--- src/hw/phy_mgmt_pkg.sv ---
// Constants shared by the PHY management register bank
package phy_mgmt_pkg;

  // Register and management frame widths
  localparam int unsigned REG_W = 16;
  localparam int unsigned ADDR_W = 5;

  // Register offsets
  localparam logic [4:0] OFF_CTRL = 5'h00;
  localparam logic [4:0] OFF_STAT = 5'h01;
  localparam logic [4:0] OFF_ID_HI = 5'h02;
  localparam logic [4:0] OFF_ID_LO = 5'h03;
  localparam logic [4:0] OFF_ADV = 5'h04;
  localparam logic [4:0] OFF_GIG_CTRL = 5'h09;
  localparam logic [4:0] OFF_GIG_STAT = 5'h0a;
  localparam logic [4:0] OFF_GIG_EXT = 5'h0f;

  // Control register bit positions
  localparam int unsigned B_RESET = 15;
  localparam int unsigned B_LOOP = 14;
  localparam int unsigned B_SPD_LO = 13;
  localparam int unsigned B_ANE = 12;
  localparam int unsigned B_PWD = 11;
  localparam int unsigned B_ISO = 10;
  localparam int unsigned B_RESTART = 9;
  localparam int unsigned B_DUPLEX = 8;
  localparam int unsigned B_RSV7 = 7;
  localparam int unsigned B_SPD_HI = 6;

  // Control register reset value (autoneg on, full duplex, speed 10b)
  localparam logic [15:0] CTRL_RST = 16'h1140;
  // Reset value of the writable negotiation and gigabit registers
  localparam logic [15:0] RW_RST = 16'h0000;

  // Forced speed codes, high bit first
  localparam logic [1:0] SPD_10 = 2'h0;
  localparam logic [1:0] SPD_100 = 2'h1;
  localparam logic [1:0] SPD_1000 = 2'h2;
  localparam logic [1:0] SPD_RSV = 2'h3;

  // Management frame fields
  localparam logic [5:0] PRE_LEN = 6'h20;
  localparam logic [1:0] OP_RD = 2'h2;
  localparam logic [1:0] OP_WR = 2'h1;
  localparam logic [3:0] ADDR_LAST = 4'h9;
  localparam logic [3:0] DATA_LAST = 4'hf;

endpackage : phy_mgmt_pkg

--- src/hw/mdio_slave.sv ---
// Serial management frame receiver and read-data driver
`timescale 1ns/10ps
`default_nettype none
module mdio_slave (
  // Clock and reset
  input wire logic clk,
  input wire logic reset_n,
  // Synchronised management pins
  input wire logic mdc_s,
  input wire logic mdio_s,
  input wire logic [4:0] phy_addr,
  // Register side
  input wire logic [15:0] rd_data,
  output logic [4:0] reg_addr_q,
  output logic [15:0] wr_data_q,
  output logic wr_stb_q,
  // Data pin drive
  output logic mdio_out_q,
  output logic mdio_oe_q
);

  typedef enum {S_IDLE, S_ST, S_OP, S_ADDR, S_TA, S_DATA} mst_e;

  mst_e st_q; // Frame state
  logic mdc_d_q; // Previous clock level
  logic rise; // Management clock rising edge
  logic [5:0] ones_q; // Preamble ones, saturating
  logic pre_ok_q; // Preamble seen, later frames may skip it
  logic [3:0] cnt_q; // Bit counter in field
  logic [1:0] op_q; // Opcode
  logic [15:0] sh_q; // Shift register
  logic mine_q; // Frame addresses this PHY
  logic is_rd_q; // Frame is a read

  assign rise = mdc_s & ~mdc_d_q;

  // Edge detect on the synchronised clock
  always_ff @(posedge clk or negedge reset_n) begin
    if (!reset_n) mdc_d_q <= 1'b0;
    else mdc_d_q <= mdc_s;
  end

  // Frame decoder, one bit per rising clock edge
  always_ff @(posedge clk or negedge reset_n) begin
    if (!reset_n) begin
      st_q <= S_IDLE;
      ones_q <= '0;
      pre_ok_q <= 1'b0;
      cnt_q <= '0;
      op_q <= '0;
      sh_q <= '0;
      mine_q <= 1'b0;
      is_rd_q <= 1'b0;
      reg_addr_q <= '0;
      wr_data_q <= '0;
      wr_stb_q <= 1'b0;
      mdio_out_q <= 1'b0;
      mdio_oe_q <= 1'b0;
    end else begin
      wr_stb_q <= 1'b0;
      if (rise) begin
        case (st_q)
          S_IDLE: begin
            if (mdio_s) begin
              // Count preamble ones, saturating at full length
              if (ones_q != phy_mgmt_pkg::PRE_LEN) begin
                ones_q <= ones_q + 6'h01;
              end
            end else begin
              ones_q <= '0;
              // Start bit right after a full preamble, or once armed
              if (pre_ok_q || ones_q == phy_mgmt_pkg::PRE_LEN) begin
                pre_ok_q <= 1'b1;
                st_q <= S_ST;
              end
            end
          end
          S_ST: begin
            cnt_q <= '0;
            st_q <= mdio_s ? S_OP : S_IDLE;
          end
          S_OP: begin
            op_q <= {op_q[0], mdio_s};
            cnt_q <= cnt_q + 4'h1;
            if (cnt_q != '0) begin
              cnt_q <= '0;
              if ({op_q[0], mdio_s} == phy_mgmt_pkg::OP_RD ||
                  {op_q[0], mdio_s} == phy_mgmt_pkg::OP_WR) begin
                st_q <= S_ADDR;
              end else begin
                // Bad opcode: need a full preamble again
                pre_ok_q <= 1'b0;
                st_q <= S_IDLE;
              end
            end
          end
          S_ADDR: begin
            sh_q <= {sh_q[14:0], mdio_s};
            cnt_q <= cnt_q + 4'h1;
            if (cnt_q == phy_mgmt_pkg::ADDR_LAST) begin
              cnt_q <= '0;
              reg_addr_q <= {sh_q[3:0], mdio_s};
              mine_q <= (sh_q[8:4] == phy_addr);
              is_rd_q <= (op_q == phy_mgmt_pkg::OP_RD);
              st_q <= S_TA;
            end
          end
          S_TA: begin
            cnt_q <= cnt_q + 4'h1;
            if (cnt_q == '0) begin
              // Read: drive the low turnaround bit
              if (is_rd_q && mine_q) begin
                mdio_oe_q <= 1'b1;
                mdio_out_q <= 1'b0;
              end else if (!is_rd_q && !mdio_s) begin
                pre_ok_q <= 1'b0;
                st_q <= S_IDLE;
              end
            end else begin
              cnt_q <= '0;
              st_q <= S_DATA;
              if (is_rd_q) begin
                mdio_out_q <= rd_data[15];
                sh_q <= {rd_data[14:0], 1'b0};
              end else if (mdio_s) begin
                // Bad write turnaround
                pre_ok_q <= 1'b0;
                st_q <= S_IDLE;
              end
            end
          end
          S_DATA: begin
            cnt_q <= cnt_q + 4'h1;
            if (is_rd_q) begin
              mdio_out_q <= sh_q[15];
              sh_q <= {sh_q[14:0], 1'b0};
            end else begin
              sh_q <= {sh_q[14:0], mdio_s};
            end
            if (cnt_q == phy_mgmt_pkg::DATA_LAST) begin
              mdio_oe_q <= 1'b0;
              mdio_out_q <= 1'b0;
              st_q <= S_IDLE;
              if (!is_rd_q && mine_q) begin
                wr_data_q <= {sh_q[14:0], mdio_s};
                wr_stb_q <= 1'b1;
              end
            end
          end
          default: st_q <= S_IDLE;
        endcase
      end
    end
  end

endmodule : mdio_slave
`default_nettype wire

--- src/hw/phy_mgmt_regs.sv ---
// PHY management register bank with basic control behaviour
`timescale 1ns/10ps
`default_nettype none
module phy_mgmt_regs #(
  parameter logic [4:0] PHY_ADDR = 5'h01, // Management address of this PHY
  parameter logic [15:0] ID_HIGH = 16'h0a5a, // Arbitrary identifier
  parameter logic [15:0] ID_LOW = 16'h1230 // Arbitrary identifier
) (
  // Clock and reset
  input wire logic clk,
  input wire logic reset_n,
  // Serial management pins
  input wire logic mdc,
  input wire logic mdio_in,
  output logic mdio_out,
  output logic mdio_oe,
  // Status words from the PHY core
  input wire logic [15:0] basic_status_in,
  input wire logic [15:0] gig_status_in,
  input wire logic [15:0] gig_ext_status_in,
  // Auto-negotiation engine handshake
  input wire logic an_begun,
  output logic an_start,
  output logic autoneg_enable,
  // Link mode controls
  output logic forced_mode,
  output logic [1:0] link_speed,
  output logic full_duplex,
  output logic power_down_ctl,
  output logic isolate,
  output logic soft_reset_busy,
  // MAC side data path
  input wire logic [7:0] mac_txd,
  input wire logic mac_tx_en,
  output logic [7:0] mac_rxd,
  output logic mac_rx_dv,
  // Line side data path
  input wire logic [7:0] line_rxd,
  input wire logic line_rx_dv,
  output logic [7:0] line_txd,
  output logic line_tx_en
);

  // Synchronised management pins
  logic mdc_s;
  logic mdio_s;

  // Register access from the frame decoder
  logic [4:0] reg_addr;
  logic [15:0] wr_data;
  logic wr_stb;
  logic [15:0] rd_data;
  logic ctrl_wr; // Write to the control register
  logic soft_rst; // Soft reset requested by this write
  logic restart_set; // Accepted restart request

  // Control register fields
  logic loop_q; // Loopback
  logic spd_lo_q; // Forced speed low bit
  logic ane_q; // Auto-negotiation enable
  logic pwd_q; // Power down
  logic iso_q; // Isolate
  logic restart_q; // Restart pending
  logic dup_q; // Duplex select
  logic rsv7_q; // Reserved writable bit
  logic spd_hi_q; // Forced speed high bit
  logic rst_busy_q; // Soft reset in progress

  // Writable negotiation and gigabit control registers
  logic [15:0] rw_q [phy_mgmt_pkg::OFF_ADV:phy_mgmt_pkg::OFF_GIG_CTRL];

  // Output flops
  logic an_start_q;
  logic forced_mode_q;
  logic [1:0] link_speed_q;
  logic full_duplex_q;
  logic [7:0] mac_rxd_q;
  logic mac_rx_dv_q;
  logic [7:0] line_txd_q;
  logic line_tx_en_q;

  // Pin synchronisers
  sync2 u_sync_mdc (
    .clk(clk),
    .reset_n(reset_n),
    .d(mdc),
    .q(mdc_s)
  );

  sync2 u_sync_mdio (
    .clk(clk),
    .reset_n(reset_n),
    .d(mdio_in),
    .q(mdio_s)
  );

  // Management frame engine, stays alive in power down and isolate
  mdio_slave u_mdio (
    .clk(clk),
    .reset_n(reset_n),
    .mdc_s(mdc_s),
    .mdio_s(mdio_s),
    .phy_addr(PHY_ADDR),
    .rd_data(rd_data),
    .reg_addr_q(reg_addr),
    .wr_data_q(wr_data),
    .wr_stb_q(wr_stb),
    .mdio_out_q(mdio_out),
    .mdio_oe_q(mdio_oe)
  );

  // Write decode
  assign ctrl_wr = wr_stb && (reg_addr == phy_mgmt_pkg::OFF_CTRL);
  assign soft_rst = ctrl_wr && wr_data[phy_mgmt_pkg::B_RESET];
  // Restart only honoured with negotiation enabled in the same write
  assign restart_set = ctrl_wr && !soft_rst &&
                       wr_data[phy_mgmt_pkg::B_RESTART] &&
                       wr_data[phy_mgmt_pkg::B_ANE];

  // Control register fields; soft reset loads defaults
  always_ff @(posedge clk or negedge reset_n) begin
    if (!reset_n) begin
      loop_q <= phy_mgmt_pkg::CTRL_RST[phy_mgmt_pkg::B_LOOP];
      spd_lo_q <= phy_mgmt_pkg::CTRL_RST[phy_mgmt_pkg::B_SPD_LO];
      ane_q <= phy_mgmt_pkg::CTRL_RST[phy_mgmt_pkg::B_ANE];
      pwd_q <= phy_mgmt_pkg::CTRL_RST[phy_mgmt_pkg::B_PWD];
      iso_q <= phy_mgmt_pkg::CTRL_RST[phy_mgmt_pkg::B_ISO];
      dup_q <= phy_mgmt_pkg::CTRL_RST[phy_mgmt_pkg::B_DUPLEX];
      rsv7_q <= phy_mgmt_pkg::CTRL_RST[phy_mgmt_pkg::B_RSV7];
      spd_hi_q <= phy_mgmt_pkg::CTRL_RST[phy_mgmt_pkg::B_SPD_HI];
    end else if (soft_rst) begin
      // Defaults restored; rest of this write is dropped
      loop_q <= phy_mgmt_pkg::CTRL_RST[phy_mgmt_pkg::B_LOOP];
      spd_lo_q <= phy_mgmt_pkg::CTRL_RST[phy_mgmt_pkg::B_SPD_LO];
      ane_q <= phy_mgmt_pkg::CTRL_RST[phy_mgmt_pkg::B_ANE];
      pwd_q <= phy_mgmt_pkg::CTRL_RST[phy_mgmt_pkg::B_PWD];
      iso_q <= phy_mgmt_pkg::CTRL_RST[phy_mgmt_pkg::B_ISO];
      dup_q <= phy_mgmt_pkg::CTRL_RST[phy_mgmt_pkg::B_DUPLEX];
      rsv7_q <= phy_mgmt_pkg::CTRL_RST[phy_mgmt_pkg::B_RSV7];
      spd_hi_q <= phy_mgmt_pkg::CTRL_RST[phy_mgmt_pkg::B_SPD_HI];
    end else if (ctrl_wr) begin
      // Bits 5 to 0 have no storage
      loop_q <= wr_data[phy_mgmt_pkg::B_LOOP];
      spd_lo_q <= wr_data[phy_mgmt_pkg::B_SPD_LO];
      ane_q <= wr_data[phy_mgmt_pkg::B_ANE];
      pwd_q <= wr_data[phy_mgmt_pkg::B_PWD];
      iso_q <= wr_data[phy_mgmt_pkg::B_ISO];
      dup_q <= wr_data[phy_mgmt_pkg::B_DUPLEX];
      rsv7_q <= wr_data[phy_mgmt_pkg::B_RSV7];
      spd_hi_q <= wr_data[phy_mgmt_pkg::B_SPD_HI];
    end
  end

  // Soft reset busy flag, reads back as control bit 15
  always_ff @(posedge clk or negedge reset_n) begin
    if (!reset_n) begin
      rst_busy_q <= 1'b0;
    end else if (soft_rst) begin
      rst_busy_q <= 1'b1;
    end else if (rst_busy_q && (an_begun || !ane_q)) begin
      // Done once negotiation begins or forced mode is taken
      rst_busy_q <= 1'b0;
    end
  end

  // Restart bit: set by accepted request, cleared when engine begins
  always_ff @(posedge clk or negedge reset_n) begin
    if (!reset_n) begin
      restart_q <= 1'b0;
    end else if (restart_set) begin
      // Set wins over any clear in the same cycle
      restart_q <= 1'b1;
    end else if (soft_rst || an_begun) begin
      restart_q <= 1'b0;
    end else if (ctrl_wr && !wr_data[phy_mgmt_pkg::B_RESTART]) begin
      // Only the bit clears; the engine already has its start pulse
      restart_q <= 1'b0;
    end
  end

  // One-cycle start request to the negotiation engine
  always_ff @(posedge clk or negedge reset_n) begin
    if (!reset_n) begin
      an_start_q <= 1'b0;
    end else begin
      // Soft reset restarts negotiation when it comes back enabled
      an_start_q <= restart_set ||
        (soft_rst && phy_mgmt_pkg::CTRL_RST[phy_mgmt_pkg::B_ANE]);
    end
  end

  // Writable registers at offsets 4 to 9
  always_ff @(posedge clk or negedge reset_n) begin
    if (!reset_n) begin
      for (int i = phy_mgmt_pkg::OFF_ADV;
           i <= phy_mgmt_pkg::OFF_GIG_CTRL; i++) begin
        rw_q[i] <= phy_mgmt_pkg::RW_RST;
      end
    end else if (soft_rst) begin
      for (int i = phy_mgmt_pkg::OFF_ADV;
           i <= phy_mgmt_pkg::OFF_GIG_CTRL; i++) begin
        rw_q[i] <= phy_mgmt_pkg::RW_RST;
      end
    end else if (wr_stb && reg_addr >= phy_mgmt_pkg::OFF_ADV &&
                 reg_addr <= phy_mgmt_pkg::OFF_GIG_CTRL) begin
      rw_q[reg_addr] <= wr_data;
    end
  end

  // Read multiplexer; every other offset reads zero
  always_comb begin
    rd_data = '0;
    case (reg_addr)
      phy_mgmt_pkg::OFF_CTRL: begin
        rd_data[phy_mgmt_pkg::B_RESET] = rst_busy_q;
        rd_data[phy_mgmt_pkg::B_LOOP] = loop_q;
        rd_data[phy_mgmt_pkg::B_SPD_LO] = spd_lo_q;
        rd_data[phy_mgmt_pkg::B_ANE] = ane_q;
        rd_data[phy_mgmt_pkg::B_PWD] = pwd_q;
        rd_data[phy_mgmt_pkg::B_ISO] = iso_q;
        rd_data[phy_mgmt_pkg::B_RESTART] = restart_q;
        rd_data[phy_mgmt_pkg::B_DUPLEX] = dup_q;
        rd_data[phy_mgmt_pkg::B_RSV7] = rsv7_q;
        rd_data[phy_mgmt_pkg::B_SPD_HI] = spd_hi_q;
      end
      // Read-only words with no write path
      phy_mgmt_pkg::OFF_STAT: rd_data = basic_status_in;
      phy_mgmt_pkg::OFF_ID_HI: rd_data = ID_HIGH;
      phy_mgmt_pkg::OFF_ID_LO: rd_data = ID_LOW;
      phy_mgmt_pkg::OFF_GIG_STAT: rd_data = gig_status_in;
      phy_mgmt_pkg::OFF_GIG_EXT: rd_data = gig_ext_status_in;
      default: begin
        if (reg_addr >= phy_mgmt_pkg::OFF_ADV &&
            reg_addr <= phy_mgmt_pkg::OFF_GIG_CTRL) begin
          rd_data = rw_q[reg_addr];
        end
      end
    endcase
  end

  // Forced link mode; ignored while negotiation is enabled
  always_ff @(posedge clk or negedge reset_n) begin
    if (!reset_n) begin
      forced_mode_q <= 1'b0;
      link_speed_q <= phy_mgmt_pkg::SPD_1000;
      full_duplex_q <= 1'b1;
    end else begin
      forced_mode_q <= !ane_q;
      if (!ane_q) begin
        // Reserved code keeps the previous speed
        if ({spd_hi_q, spd_lo_q} != phy_mgmt_pkg::SPD_RSV) begin
          link_speed_q <= {spd_hi_q, spd_lo_q};
        end
        full_duplex_q <= dup_q;
      end
    end
  end

  // Data path: loopback, isolate and power down
  always_ff @(posedge clk or negedge reset_n) begin
    if (!reset_n) begin
      mac_rxd_q <= '0;
      mac_rx_dv_q <= 1'b0;
      line_txd_q <= '0;
      line_tx_en_q <= 1'b0;
    end else if (pwd_q || iso_q) begin
      // Port quiet in both directions
      mac_rxd_q <= '0;
      mac_rx_dv_q <= 1'b0;
      line_txd_q <= '0;
      line_tx_en_q <= 1'b0;
    end else if (loop_q) begin
      // Transmit returned to receive, line kept silent
      mac_rxd_q <= mac_txd;
      mac_rx_dv_q <= mac_tx_en;
      line_txd_q <= '0;
      line_tx_en_q <= 1'b0;
    end else begin
      mac_rxd_q <= line_rxd;
      mac_rx_dv_q <= line_rx_dv;
      line_txd_q <= mac_txd;
      line_tx_en_q <= mac_tx_en;
    end
  end

  // Outputs straight from flops
  assign an_start = an_start_q;
  assign autoneg_enable = ane_q;
  assign forced_mode = forced_mode_q;
  assign link_speed = link_speed_q;
  assign full_duplex = full_duplex_q;
  assign power_down_ctl = pwd_q;
  assign isolate = iso_q;
  assign soft_reset_busy = rst_busy_q;
  assign mac_rxd = mac_rxd_q;
  assign mac_rx_dv = mac_rx_dv_q;
  assign line_txd = line_txd_q;
  assign line_tx_en = line_tx_en_q;

endmodule : phy_mgmt_regs
`default_nettype wire

--- src/hw/sync2.sv ---
// Two-stage synchroniser for one level
`timescale 1ns/10ps
`default_nettype none
module sync2 (
  // Clock and reset
  input wire logic clk,
  input wire logic reset_n,
  // Asynchronous level in, synchronised level out
  input wire logic d,
  output logic q
);

  logic meta_q; // First stage, read only by the second

  // Two flops in series
  always_ff @(posedge clk or negedge reset_n) begin
    if (!reset_n) begin
      meta_q <= 1'b0;
      q <= 1'b0;
    end else begin
      meta_q <= d;
      q <= meta_q;
    end
  end

endmodule : sync2
`default_nettype wire

--- config.mk ---
export PLATFORM = sky130hd
export DESIGN_NAME = phy_mgmt_regs
export DESIGN_NICKNAME = d
export VERILOG_FILES = /design/src/hw/phy_mgmt_pkg.sv /design/src/hw/mdio_slave.sv /design/src/hw/phy_mgmt_regs.sv /design/src/hw/sync2.sv
export SDC_FILE = /design/constraint.sdc
export NUM_CORES = 1
export LEC_CHECK = 0
export BUFFER_PORTS_ARGS = -buffer_cell sky130_fd_sc_hd__buf_2
export CAP_MARGIN = 40
export CORE_MARGIN = 2
export CORE_UTILIZATION = 59
export CTS_BUF_LIST = sky130_fd_sc_hd__clkbuf_16
export CTS_CLUSTER_SIZE = 16
export DETAILED_ROUTE_END_ITERATION = 8
export PLACE_DENSITY = 0.81
export SLEW_MARGIN = 10
export SYNTH_ARGS = -nofsm -noshare
export SYNTH_HDL_FRONTEND = slang
export SYNTH_SLANG_ARGS = --single-unit
--- constraint.sdc ---
create_clock -name clk -period 2.5 [get_ports clk]
set_clock_uncertainty 0.1 [all_clocks]
set_input_delay 0.625 -clock clk [delete_from_list [all_inputs] [get_ports clk]]
set_output_delay 0.625 -clock clk [all_outputs]
set_load 0.01 [all_outputs]
==> results by group, run 1 <==
Placement
  – Hpwl dp: approximately 18,000 um
  – RD Place Congestion: 0.9596
  – Pre-CTS WS: 177.7 ps
  – Port Buffers: 99
  – Post-DP Area: 10,400 um^2

Global routing
  – Antenna violations before repair: 0
  – GRT Overall Usage: 0.3140
  – Grt total ovfl: 0
  – First-pass GRT wire length: 42,460 um
  – Vias in the first global route: 7,722
  – Largest net degree at the start of global routing: 68

Clock tree
  – Clock Tree Root: clkbuf_16
  – Setup bufs post-CTS: 0
  – Htree depth: 4
  – CTS Buf Count: 17
  – Reg clk slew, reported paths: 70 ps
  – Clock sinks: 192
  – Clock Path Buffers: 2
  – CTS tree: yes
  – Worst skew pair latency: 440 ps
  – Post-cts sizing count: 0
  – CTS hold repair buffers: 0

Power
  – Power density over the cells: around 560 nW/um^2
  – VDD IR max: 494.9 uV
  – Static Leak: 4.981 nW
  – Overall power after layout: ~6 mW

Yosys
  – Post-synth EDFFs: 0
  – Fraction of registers with async set/reset: 1.000
  – Flops & latches, synth: 192
  – Netlist cell types: 63
  – Synth warn: 0
  – Syn_area_per_cell: 10.04 um^2
  – Mapped cell area: 9545 um^2
  – Syn nets: 1,027
  – Register area share after synthesis: 0.5040
  – Post-Synthesis Cells: 951
  – Dominant synthesized flop cell: dfrtp_1

Route
  – # DRC: 0
  – Antenna-violating nets left: 0
  – Drt total wl: 26,370 um
  – Avg WL per Cell: 20.72 um
  – Vias per cell: 6.292
  – Iteration-0 DRC Markers: 1,164
  – Vias: 8,010
  – Drt pass-1 iters: 7

STA
  – Final Cycle Share: 0.9532
  – Final worst setup slack: 117.0 ps
  – Setup TNS: 0 ps
  – Final Critical Period: roughly 2400 ps
  – Final hold violation count: 0
  – Max-slew violation count: 0
  – RSZ-0062 raised after global routing: false
  – Tightest Pin Transition: 609.3 ps
  – Max-slew headroom: 0.5938
  – Fmax: 0.4196 GHz
  – Final setup viols: 0

Critical path
  – Crit-path leading delay family: compound AO/OA/AOI/OAI gates
  – Slowest cell on crit path: or4b_1
  – Crit path kind: flip-flop to flip-flop
  – Critical path peak fanout: 14
  – Buffers & Inverters on Critical Path: 0
  – CP Cell Sequence: or4b_1 -> a21o_1 -> a21oi_1 -> o32a_1
  – Startpoint Class: flip-flop
  – Slowest stage delay, CP: 720 ps
  – Crit path arrival time: 2660 ps
  – CP required: 2780 ps
  – CP Capture Type: flip-flop

Layout
  – Diode count: 0
  – Fin area: about 11,000 um^2
  – Share of cells above drive strength 1: 0.2460
  – Total Nets Final: approximately 1,100
  – Commonest cells after routing, fill and taps aside: dfrtp_1 (186), nand2_1 (145), buf_2 (98), nor2_1 (74), a21oi_1 (66)
  – Area grow syn2layout: 15.19%
  – Post-layout util: 0.6947
  – Most common cell after layout, fill and taps aside: dfrtp_1

Run
  – Max-Cap Viols: 0

Floorplan
  – Row cnt: 46
  – Die Width: 131.2 um
  – Core area: 15,830 um^2
  – # IOs: 100
  – DIE AREA: 17,210 um^2
  – Overall die height: 131.2 um
  – Starting Density: 0.6031

Outcome
  – Status: completed

Min path
  – Worst hold path class: primary input to asynchronous set/reset pin
[worst paths after layout]
check                                                      start                                to  slack, ps  depth (start not counted)
worst max-delay path            u_mdio.reg_addr_q[3]$_DFFE_PN0P_        u_mdio.sh_q[3]$_DFFE_PN0P_        120                          4
worst max register to register  u_mdio.reg_addr_q[3]$_DFFE_PN0P_        u_mdio.sh_q[3]$_DFFE_PN0P_        120                          4
worst min-delay path                                     reset_n        u_mdio.is_rd_q$_DFFE_PN0P_         60                          1
max in group asynchronous                                reset_n  u_mdio.reg_addr_q[0]$_DFFE_PN0P_       1490                          2
min in group clk                                             mdc       u_sync_mdc.meta_q$_DFF_PN0_        190                          1
worst min register to register      u_sync_mdio.meta_q$_DFF_PN0_           u_sync_mdio.q$_DFF_PN0_        250                          0
[cells in the mapped netlist, types with 5 or more instances]
cell type | number | share of area
dfrtp_1 | 187 | 0.49
nand2_1 | 145 | 0.057
nor2_1 | 75 | 0.029
a21oi_1 | 67 | 0.035
mux2i_1 | 51 | 0.053
o21ai_0 | 46 | 0.024
mux2_2 | 42 | 0.050
clkbuf_1 | 38 | 0.015
buf_2 | 25 | 0.013
a22o_1 | 23 | 0.021
a22oi_1 | 23 | 0.018
inv_1 | 23 | 0.0090
nand3_1 | 17 | 0.0089
o211ai_1 | 14 | 0.011
and2_1 | 12 | 0.0079
nor3_1 | 12 | 0.0063
nor2b_1 | 11 | 0.0072
a211oi_1 | 8 | 0.0063
mux4_2 | 8 | 0.019
o32a_1 | 8 | 0.0084
and3_1 | 7 | 0.0046
or2_2 | 7 | 0.0046
o221ai_1 | 6 | 0.0055
a21o_1 | 5 | 0.0039
dfstp_2 | 5 | 0.014
ha_1 | 5 | 0.0066
nor4_1 | 5 | 0.0033
o31ai_1 | 5 | 0.0039
[routing by layer]
metal  vias up  global-route usage  routed length, um
met5         -                   0                  0
met4         0              0.1310                818
met3        55             0.06327               2576
met2       445              0.4795              12160
met1      3955              0.4428              10820
li1       3555                   -                  -
[worst register-to-register path, cell delays in order (launching register included)]
cell and delay (ps):
dfrtp_1 580, or4b_1 720, a21o_1 370, a21oi_1 340, o32a_1 210
[cell families after synthesis]
family                   Yosys count  synth area share
adder cells (fa/ha/maj)            5          0.006554
AND/OR/NAND/NOR                  327            0.1621
XOR/XNOR                           2          0.001835
buffers and inverters             96           0.04457
flip-flops                       192            0.5040
AO/OA/AOI/OAI                    228            0.1590
multiplexers                     101            0.1219
[final cells by class]
type / count / area, um^2
inverter: 24 / 90.09
sequential: 192 / 4812
fill: 1156 / 4832
clock inverter: 15 / 170.2
clock buffer: 17 / 425.4
multi-input combinational: 663 / 4320
tap: 216 / 270.3
timing repair buffer: 146 / 907.1
[registers in the layout (all words and copies together) (netlist names), 2 cells and up]
| register | count |
|---|---|
| u_mdio.op_q | 2 |
| link_speed | 2 |
| line_txd | 8 |
| u_mdio.reg_addr_q | 5 |
| rw_q | 96 |
| u_mdio.ones_q | 6 |
| u_mdio.cnt_q | 4 |
| mac_rxd | 8 |
| u_mdio.sh_q | 16 |
| u_mdio.st_q | 3 |
| u_mdio.wr_data_q | 16 |
[power by group]
part	switching, mW	total (mW)	internal [mW]
logic	0.145	0.254	0.109
clock network	1.30	2.73	1.43
registers	0.0453	3.19	3.15
[stage by stage]
step                hold WS (ps)  cells
floorplan                  229.4    951
global placement           231.5   1241
detailed placement         237.2   1241
CTS                        105.4   1273
global route               111.0   1273
finish                     63.62   1273
(Power assumes the default switching activity.)
==> run 2, diff against run 1 <==
--- a/config.mk
+++ b/config.mk
@@ -7,7 +7,6 @@
 export LEC_CHECK = 0
 export BUFFER_PORTS_ARGS = -buffer_cell sky130_fd_sc_hd__buf_2
 export CAP_MARGIN = 40
-export CORE_MARGIN = 2
 export CORE_UTILIZATION = 59
 export CTS_BUF_LIST = sky130_fd_sc_hd__clkbuf_16
 export CTS_CLUSTER_SIZE = 16
==> results by group, run 2 (synthesis gave the netlist of run 1 again) <==
Power
  – Sw Share: 0.2446
  – Sequential share of power: 0.514
  – Combinational Power Share: 0.041
  – Clk pwr share: 0.445
  – Static Leak: 5.001 nW
  – Internal cell power: 4.683 mW
  – VDD IR max: 489.2 uV
  – Net Sw Power: 1.517 mW
  – Power density over the cells: between 500 and 600 nW/um^2

Route
  – Drt pass-1 iters: 8
  – # DRC: 1
  – Antenna-violating nets left: 0
  – Vias: 7,985
  – Vias per cell: around 6.3
  – Iteration-0 DRC Markers: 901
  – Drt total wl: 26,290 um
  – Avg WL per Cell: 20.64 um

STA
  – Final Critical Period: 2401 ps
  – Final hold violation count: 0
  – Setup TNS: 0 ps
  – Final Cycle Share: 0.9605
  – Max-slew headroom: 0.6141
  – Final setup viols: 0
  – Fmax: 0.4164 GHz
  – Final worst setup slack: 98.67 ps
  – Tightest Pin Transition: 578.9 ps
  – Hold Slack: 61.96 ps
  – RSZ-0062 raised after global routing: false
  – Max-slew violation count: 0

Layout
  – Diode count: 0
  – Post-layout util: 0.6985
  – Commonest cells after routing, fill and taps aside: dfrtp_1 (186), nand2_1 (145), buf_2 (98), nor2_1 (74), a21oi_1 (66)
  – Number of fill cells: 1,160
  – Most common cell after layout, fill and taps aside: dfrtp_1
  – Total Nets Final: 1,121
  – Share of cells above drive strength 1: 0.2467
  – Area grow syn2layout: 15.82%
  – Max FFs per register: 96
  – Top reg by flops: rw_q
  – Top Registers: rw_q (96), u_mdio.sh_q (16), u_mdio.wr_data_q (16)

Outcome
  – Failing checks: design-rule violations
  – Status: complete, but fails checks

Critical path
  – Critical path peak fanout: 12
  – Crit path arrival time: 2680 ps
  – CP Capture Type: flip-flop
  – Slowest stage delay, CP: 780 ps
  – Startpoint Class: flip-flop
  – CP required: 2780 ps
  – CP Cell Sequence: or4b_1 -> a21o_1 -> a21oi_1 -> o32a_1
  – Slowest cell on crit path: or4b_1
  – Crit path kind: flip-flop to flip-flop

Global routing
  – Antenna violations before repair: 0
  – Grt total ovfl: 0
  – GRT Overall Usage: 0.3282
  – Largest net degree at the start of global routing: 87
  – Vias in the first global route: 7,656
  – First-pass GRT wire length: 41,430 um

Clock tree
  – Reg clk slew, reported paths: about 80 ps
  – CTS hold repair buffers: 0
  – CTS tree: yes
  – Worst skew pair latency: between 400 and 500 ps
  – Clock sinks: 192
  – Clock Path Buffers: 2
  – Post-cts sizing count: 0
  – Setup bufs post-CTS: 0
  – Htree depth: 4
  – Clock Tree Root: clkbuf_16
  – CTS Buf Count: 17

Floorplan
  – Core area: between 15,000 and 20,000 um^2
  – DIE AREA: 16,690 um^2
  – Overall die height: ~130 um
  – # IOs: 100
  – Starting Density: 0.6031
  – Row cnt: 46
  – Die Width: 129.2 um

Min path
  – Worst hold path class: primary input to asynchronous set/reset pin

Placement
  – Hpwl dp: 18,040 um
  – RD Place Congestion: 0.9748
  – Port Buffers: 99
  – Pre-CTS WS: 189.8 ps

Run
  – Max-Cap Viols: 0
## run 2: changes by cell type in the layout (fill, tap and decap cells not counted)
cell,delta
inv_8,-2
clkinv_2,-2
buf_4,-3
inv_6,+2
buf_12,+4
clkinv_4,+2
## run 2: area by class of cell
type	instances	area, um^2	area share
repair buffers	147	964.7	0.08726
well taps	216	270.3	0.02445
multi-input cells	663	4320	0.3908
flip-flops and latches	192	4812	0.4353
clock inverters	15	172.7	0.01562
inverters	24	90.09	0.008148
clock buffers	17	425.4	0.03848
## run 2: power groups by stage
stage                     Combinational (mW)  Sequential, mW  Clock [mW]
after floorplan                       0.0752            3.25           0
after global placement                 0.252            3.24           0
after detailed placement               0.257            3.25           0
after CTS                              0.258            3.19        2.77
after global routing                   0.283            3.19        2.89
final                                  0.255            3.19        2.76
## run 2: metal layers
metal  GRT usage  part of all wire  up-vias  routed length, um
met4      0.1114             0.023        0                612
met1      0.4443              0.41     3966              10880
li1            -                 -     3566                  -
met5           0                 0        -                  0
met2      0.5234              0.47      402              12470
met3     0.07556             0.088       51               2322
## run 2: metrics by stage
step	power (mW)	instance area (um^2)	std cells
3_5_place_dp	3.504	10460	1242
6_report	6.200	11060	1274
2_1_floorplan	3.321	9545	951
5_1_grt	6.371	11060	1274
3_3_place_gp	3.496	10450	1241
4_1_cts	6.215	11060	1274
## run 2: path summary, 6_finish.rpt
check / startpoint / to / slack [ps] / depth (start not counted)
max reg2reg: u_mdio.reg_addr_q[4]$_DFFE_PN0P_ / u_mdio.sh_q[3]$_DFFE_PN0P_ / 100 / 4
min: reset_n / u_mdio.mine_q$_DFFE_PN0P_ / 60 / 1
max in group asynchronous: reset_n / rw_q[83]$_DFFE_PN0P_ / 1590 / 2
max: u_mdio.reg_addr_q[4]$_DFFE_PN0P_ / u_mdio.sh_q[3]$_DFFE_PN0P_ / 100 / 4
min reg2reg: u_sync_mdio.meta_q$_DFF_PN0_ / u_sync_mdio.q$_DFF_PN0_ / 260 / 0
min in group clk: mdc / u_sync_mdc.meta_q$_DFF_PN0_ / 190 / 1
## run 2: worst max-delay path: cells and delay by family (launching register included)
kind / cells / cell delay [ps]
compound gates: 3 / 930
flops: 1 / 530
simple gates: 1 / 780
==> run 3, diff against run 2 <==
--- a/config.mk
+++ b/config.mk
@@ -7,7 +7,9 @@
 export LEC_CHECK = 0
 export BUFFER_PORTS_ARGS = -buffer_cell sky130_fd_sc_hd__buf_2
 export CAP_MARGIN = 40
-export CORE_UTILIZATION = 59
+export CELL_PAD_IN_SITES_DETAIL_PLACEMENT = 1
+export CELL_PAD_IN_SITES_GLOBAL_PLACEMENT = 1
+export CORE_UTILIZATION = 46
 export CTS_BUF_LIST = sky130_fd_sc_hd__clkbuf_16
 export CTS_CLUSTER_SIZE = 16
 export DETAILED_ROUTE_END_ITERATION = 8
==> results by group, run 3 (synthesis gave the netlist of run 1 again) <==
Placement
  – Hpwl dp: just over 20,000 um
  – Post-DP Area: around 11,000 um^2
  – Port Buffers: just under 100
  – RD Place Congestion: between 0.8 and 0.9

Critical path
  – CP Capture Type: flip-flop
  – R2R depth: 4
  – Startpoint Class: flip-flop
  – RR Endpoint: u_mdio.sh_q[8]$_DFFE_PN0P_
  – CP Cell Sequence: or4b_4 -> a21o_1 -> a21oi_1 -> o32a_1
  – Crit path arrival time: 2720 ps
  – CP required: between 2000 and 3000 ps
  – Crit path kind: flip-flop to flip-flop
  – Critical path peak fanout: 15
  – Slowest stage delay, CP: 640 ps
  – R2R setup slack: 70 ps
  – Reg2reg start: u_mdio.reg_addr_q[3]$_DFFE_PN0P_
  – Slowest cell on crit path: dfrtp_1

Global routing
  – Grt total ovfl: 0
  – First-pass GRT wire length: 48,560 um
  – Largest net degree at the start of global routing: 87
  – Vias in the first global route: 8,624
  – GRT Overall Usage: 0.2989
  – Antenna violations before repair: 0

Layout
  – Max FFs per register: 96
  – Footprint of the multi-input gates: 4332 um^2
  – Commonest cells after routing, fill and taps aside: dfrtp_1 (186), nand2_1 (145), buf_2 (98), nor2_1 (74), a21oi_1 (66)
  – Register area: 4812 um^2
  – Most common cell after layout, fill and taps aside: dfrtp_1
  – Top reg by flops: rw_q
  – Number of fill cells: 2,259
  – Area grow syn2layout: 16.90%
  – Total Nets Final: 1,119
  – Fin area: about 11,000 um^2
  – Share of cells above drive strength 1: 0.2491
  – Diode count: 0
  – Top Registers: rw_q (96), u_mdio.sh_q (16), u_mdio.wr_data_q (16)

STA
  – Setup TNS: 0 ps
  – Fmax: 0.4121 GHz
  – Final hold violation count: 6
  – Max-slew headroom: 0.5938
  – Tightest Pin Transition: between 600 and 700 ps
  – RSZ-0062 raised after global routing: false
  – Final setup viols: 0
  – Final Critical Period: 2426 ps
  – Final Cycle Share: 0.9705
  – Max-slew violation count: 0
  – Hold Slack: -16.28 ps

Outcome
  – Failing checks: negative hold slack
  – Status: complete, but fails checks

Floorplan
  – # IOs: 100
  – DIE AREA: 21,330 um^2
  – Die Width: 146.1 um
  – Row cnt: 52
  – Core area: ~20,000 um^2
  – Overall die height: 146.1 um
  – Starting Density: 0.4702

Min path
  – Worst hold path class: primary input to asynchronous set/reset pin

Power
  – Power density over the cells: 566.1 nW/um^2
  – VDD IR max: 430.5 uV
  – Static Leak: roughly 5 nW

Clock tree
  – CTS hold repair buffers: 0
  – Worst skew pair latency: between 400 and 500 ps
  – CTS Buf Count: 17
  – Htree depth: 4
  – Reg clk slew, reported paths: 80 ps
  – Clock sinks: 192
  – Clock Tree Root: clkbuf_16
  – Clock Path Buffers: 2
  – CTS tree: yes

Route
  – Iteration-0 DRC Markers: 596
  – Drt pass-1 iters: 5
  – # DRC: 0
  – Vias per cell: about 6.0
  – Vias: 8,017
  – Drt total wl: ~30,000 um
  – Antenna-violating nets left: 0
  – Avg WL per Cell: around 23 um

Run
  – Max-Cap Viols: 0
-- run 3: critical path: cells and delay by family, from the launching register on --
kind	cells	cell delay, ps
AOI/OAI and AO/OA	3	980
and+or+nand+nor	1	640
DFF	1	640
-- run 3: what timing repair did --
action,4_1_cts,5_1_grt
setup buffers,0,0
endpoints found under the setup margin,2,5
gates cloned,0,0
gates resized for setup,1,2
-- run 3: where the power goes --
| group | switching, mW | internal (mW) | leakage (nW) |
|---|---|---|---|
| sequential | 0.0527 | 3.14 | 2.55 |
| clock | 1.48 | 1.38 | 0.302 |
| combinational | 0.151 | 0.108 | 2.16 |
| total | 1.68 | 4.63 | 5.01 |
-- run 3: worst max path at each step --
stage / endpoint / slack (ps) / from / cells past startpoint
2_1_floorplan: u_mdio.sh_q[11]$_DFFE_PN0P_ / 420 / u_mdio.cnt_q[0]$_DFFE_PN0P_ / 8
3_3_place_gp: u_mdio.sh_q[8]$_DFFE_PN0P_ / 60 / u_mdio.reg_addr_q[3]$_DFFE_PN0P_ / 4
3_5_place_dp: u_mdio.sh_q[8]$_DFFE_PN0P_ / 40 / u_mdio.reg_addr_q[3]$_DFFE_PN0P_ / 4
4_1_cts: u_mdio.sh_q[3]$_DFFE_PN0P_ / 60 / u_mdio.reg_addr_q[3]$_DFFE_PN0P_ / 5
5_1_grt: u_mdio.sh_q[8]$_DFFE_PN0P_ / 20 / u_mdio.st_q[1]$_DFFE_PN0P_ / 6
6_report: u_mdio.sh_q[8]$_DFFE_PN0P_ / 70 / u_mdio.reg_addr_q[3]$_DFFE_PN0P_ / 4
-- run 3: metrics by stage --
| step | power, mW | util | instances | hold slack [ps] | worst slack (ps) |
|---|---|---|---|---|---|
| CTS | 6.362 | 0.5496 | 1326 | 11.57 | 56.46 |
| global route | 6.517 | 0.5497 | 1326 | 7.707 | 23.19 |
| detailed placement | 3.508 | 0.5186 | 1294 | 239.5 | 38.17 |
| finish | 6.317 | 0.5497 | 1326 | -16.28 | 73.65 |
| floorplan | 3.321 | - | 951 | 229.4 | 420.9 |
| global placement | 3.497 | 0.5182 | 1293 | 232.7 | 62.49 |
-- run 3: area by class of cell --
class | count | share of cell area
multi-input cells | 663 | 0.3882
clock buffers | 17 | 0.03813
clock inverters | 15 | 0.01783
flip-flops and latches | 192 | 0.4313
repair buffers | 145 | 0.08623
inverters | 24 | 0.008074
well taps | 270 | 0.03028
-- run 3: routing by layer --
layer,wire [um],global-route usage,vias up,part of all wire
li1,-,-,3555,-
met2,14950,0.4976,283,0.49
met3,1663,0.06219,76,0.055
met1,12770,0.3780,4103,0.42
met5,0,0,-,0
met4,1023,0.1297,0,0.034
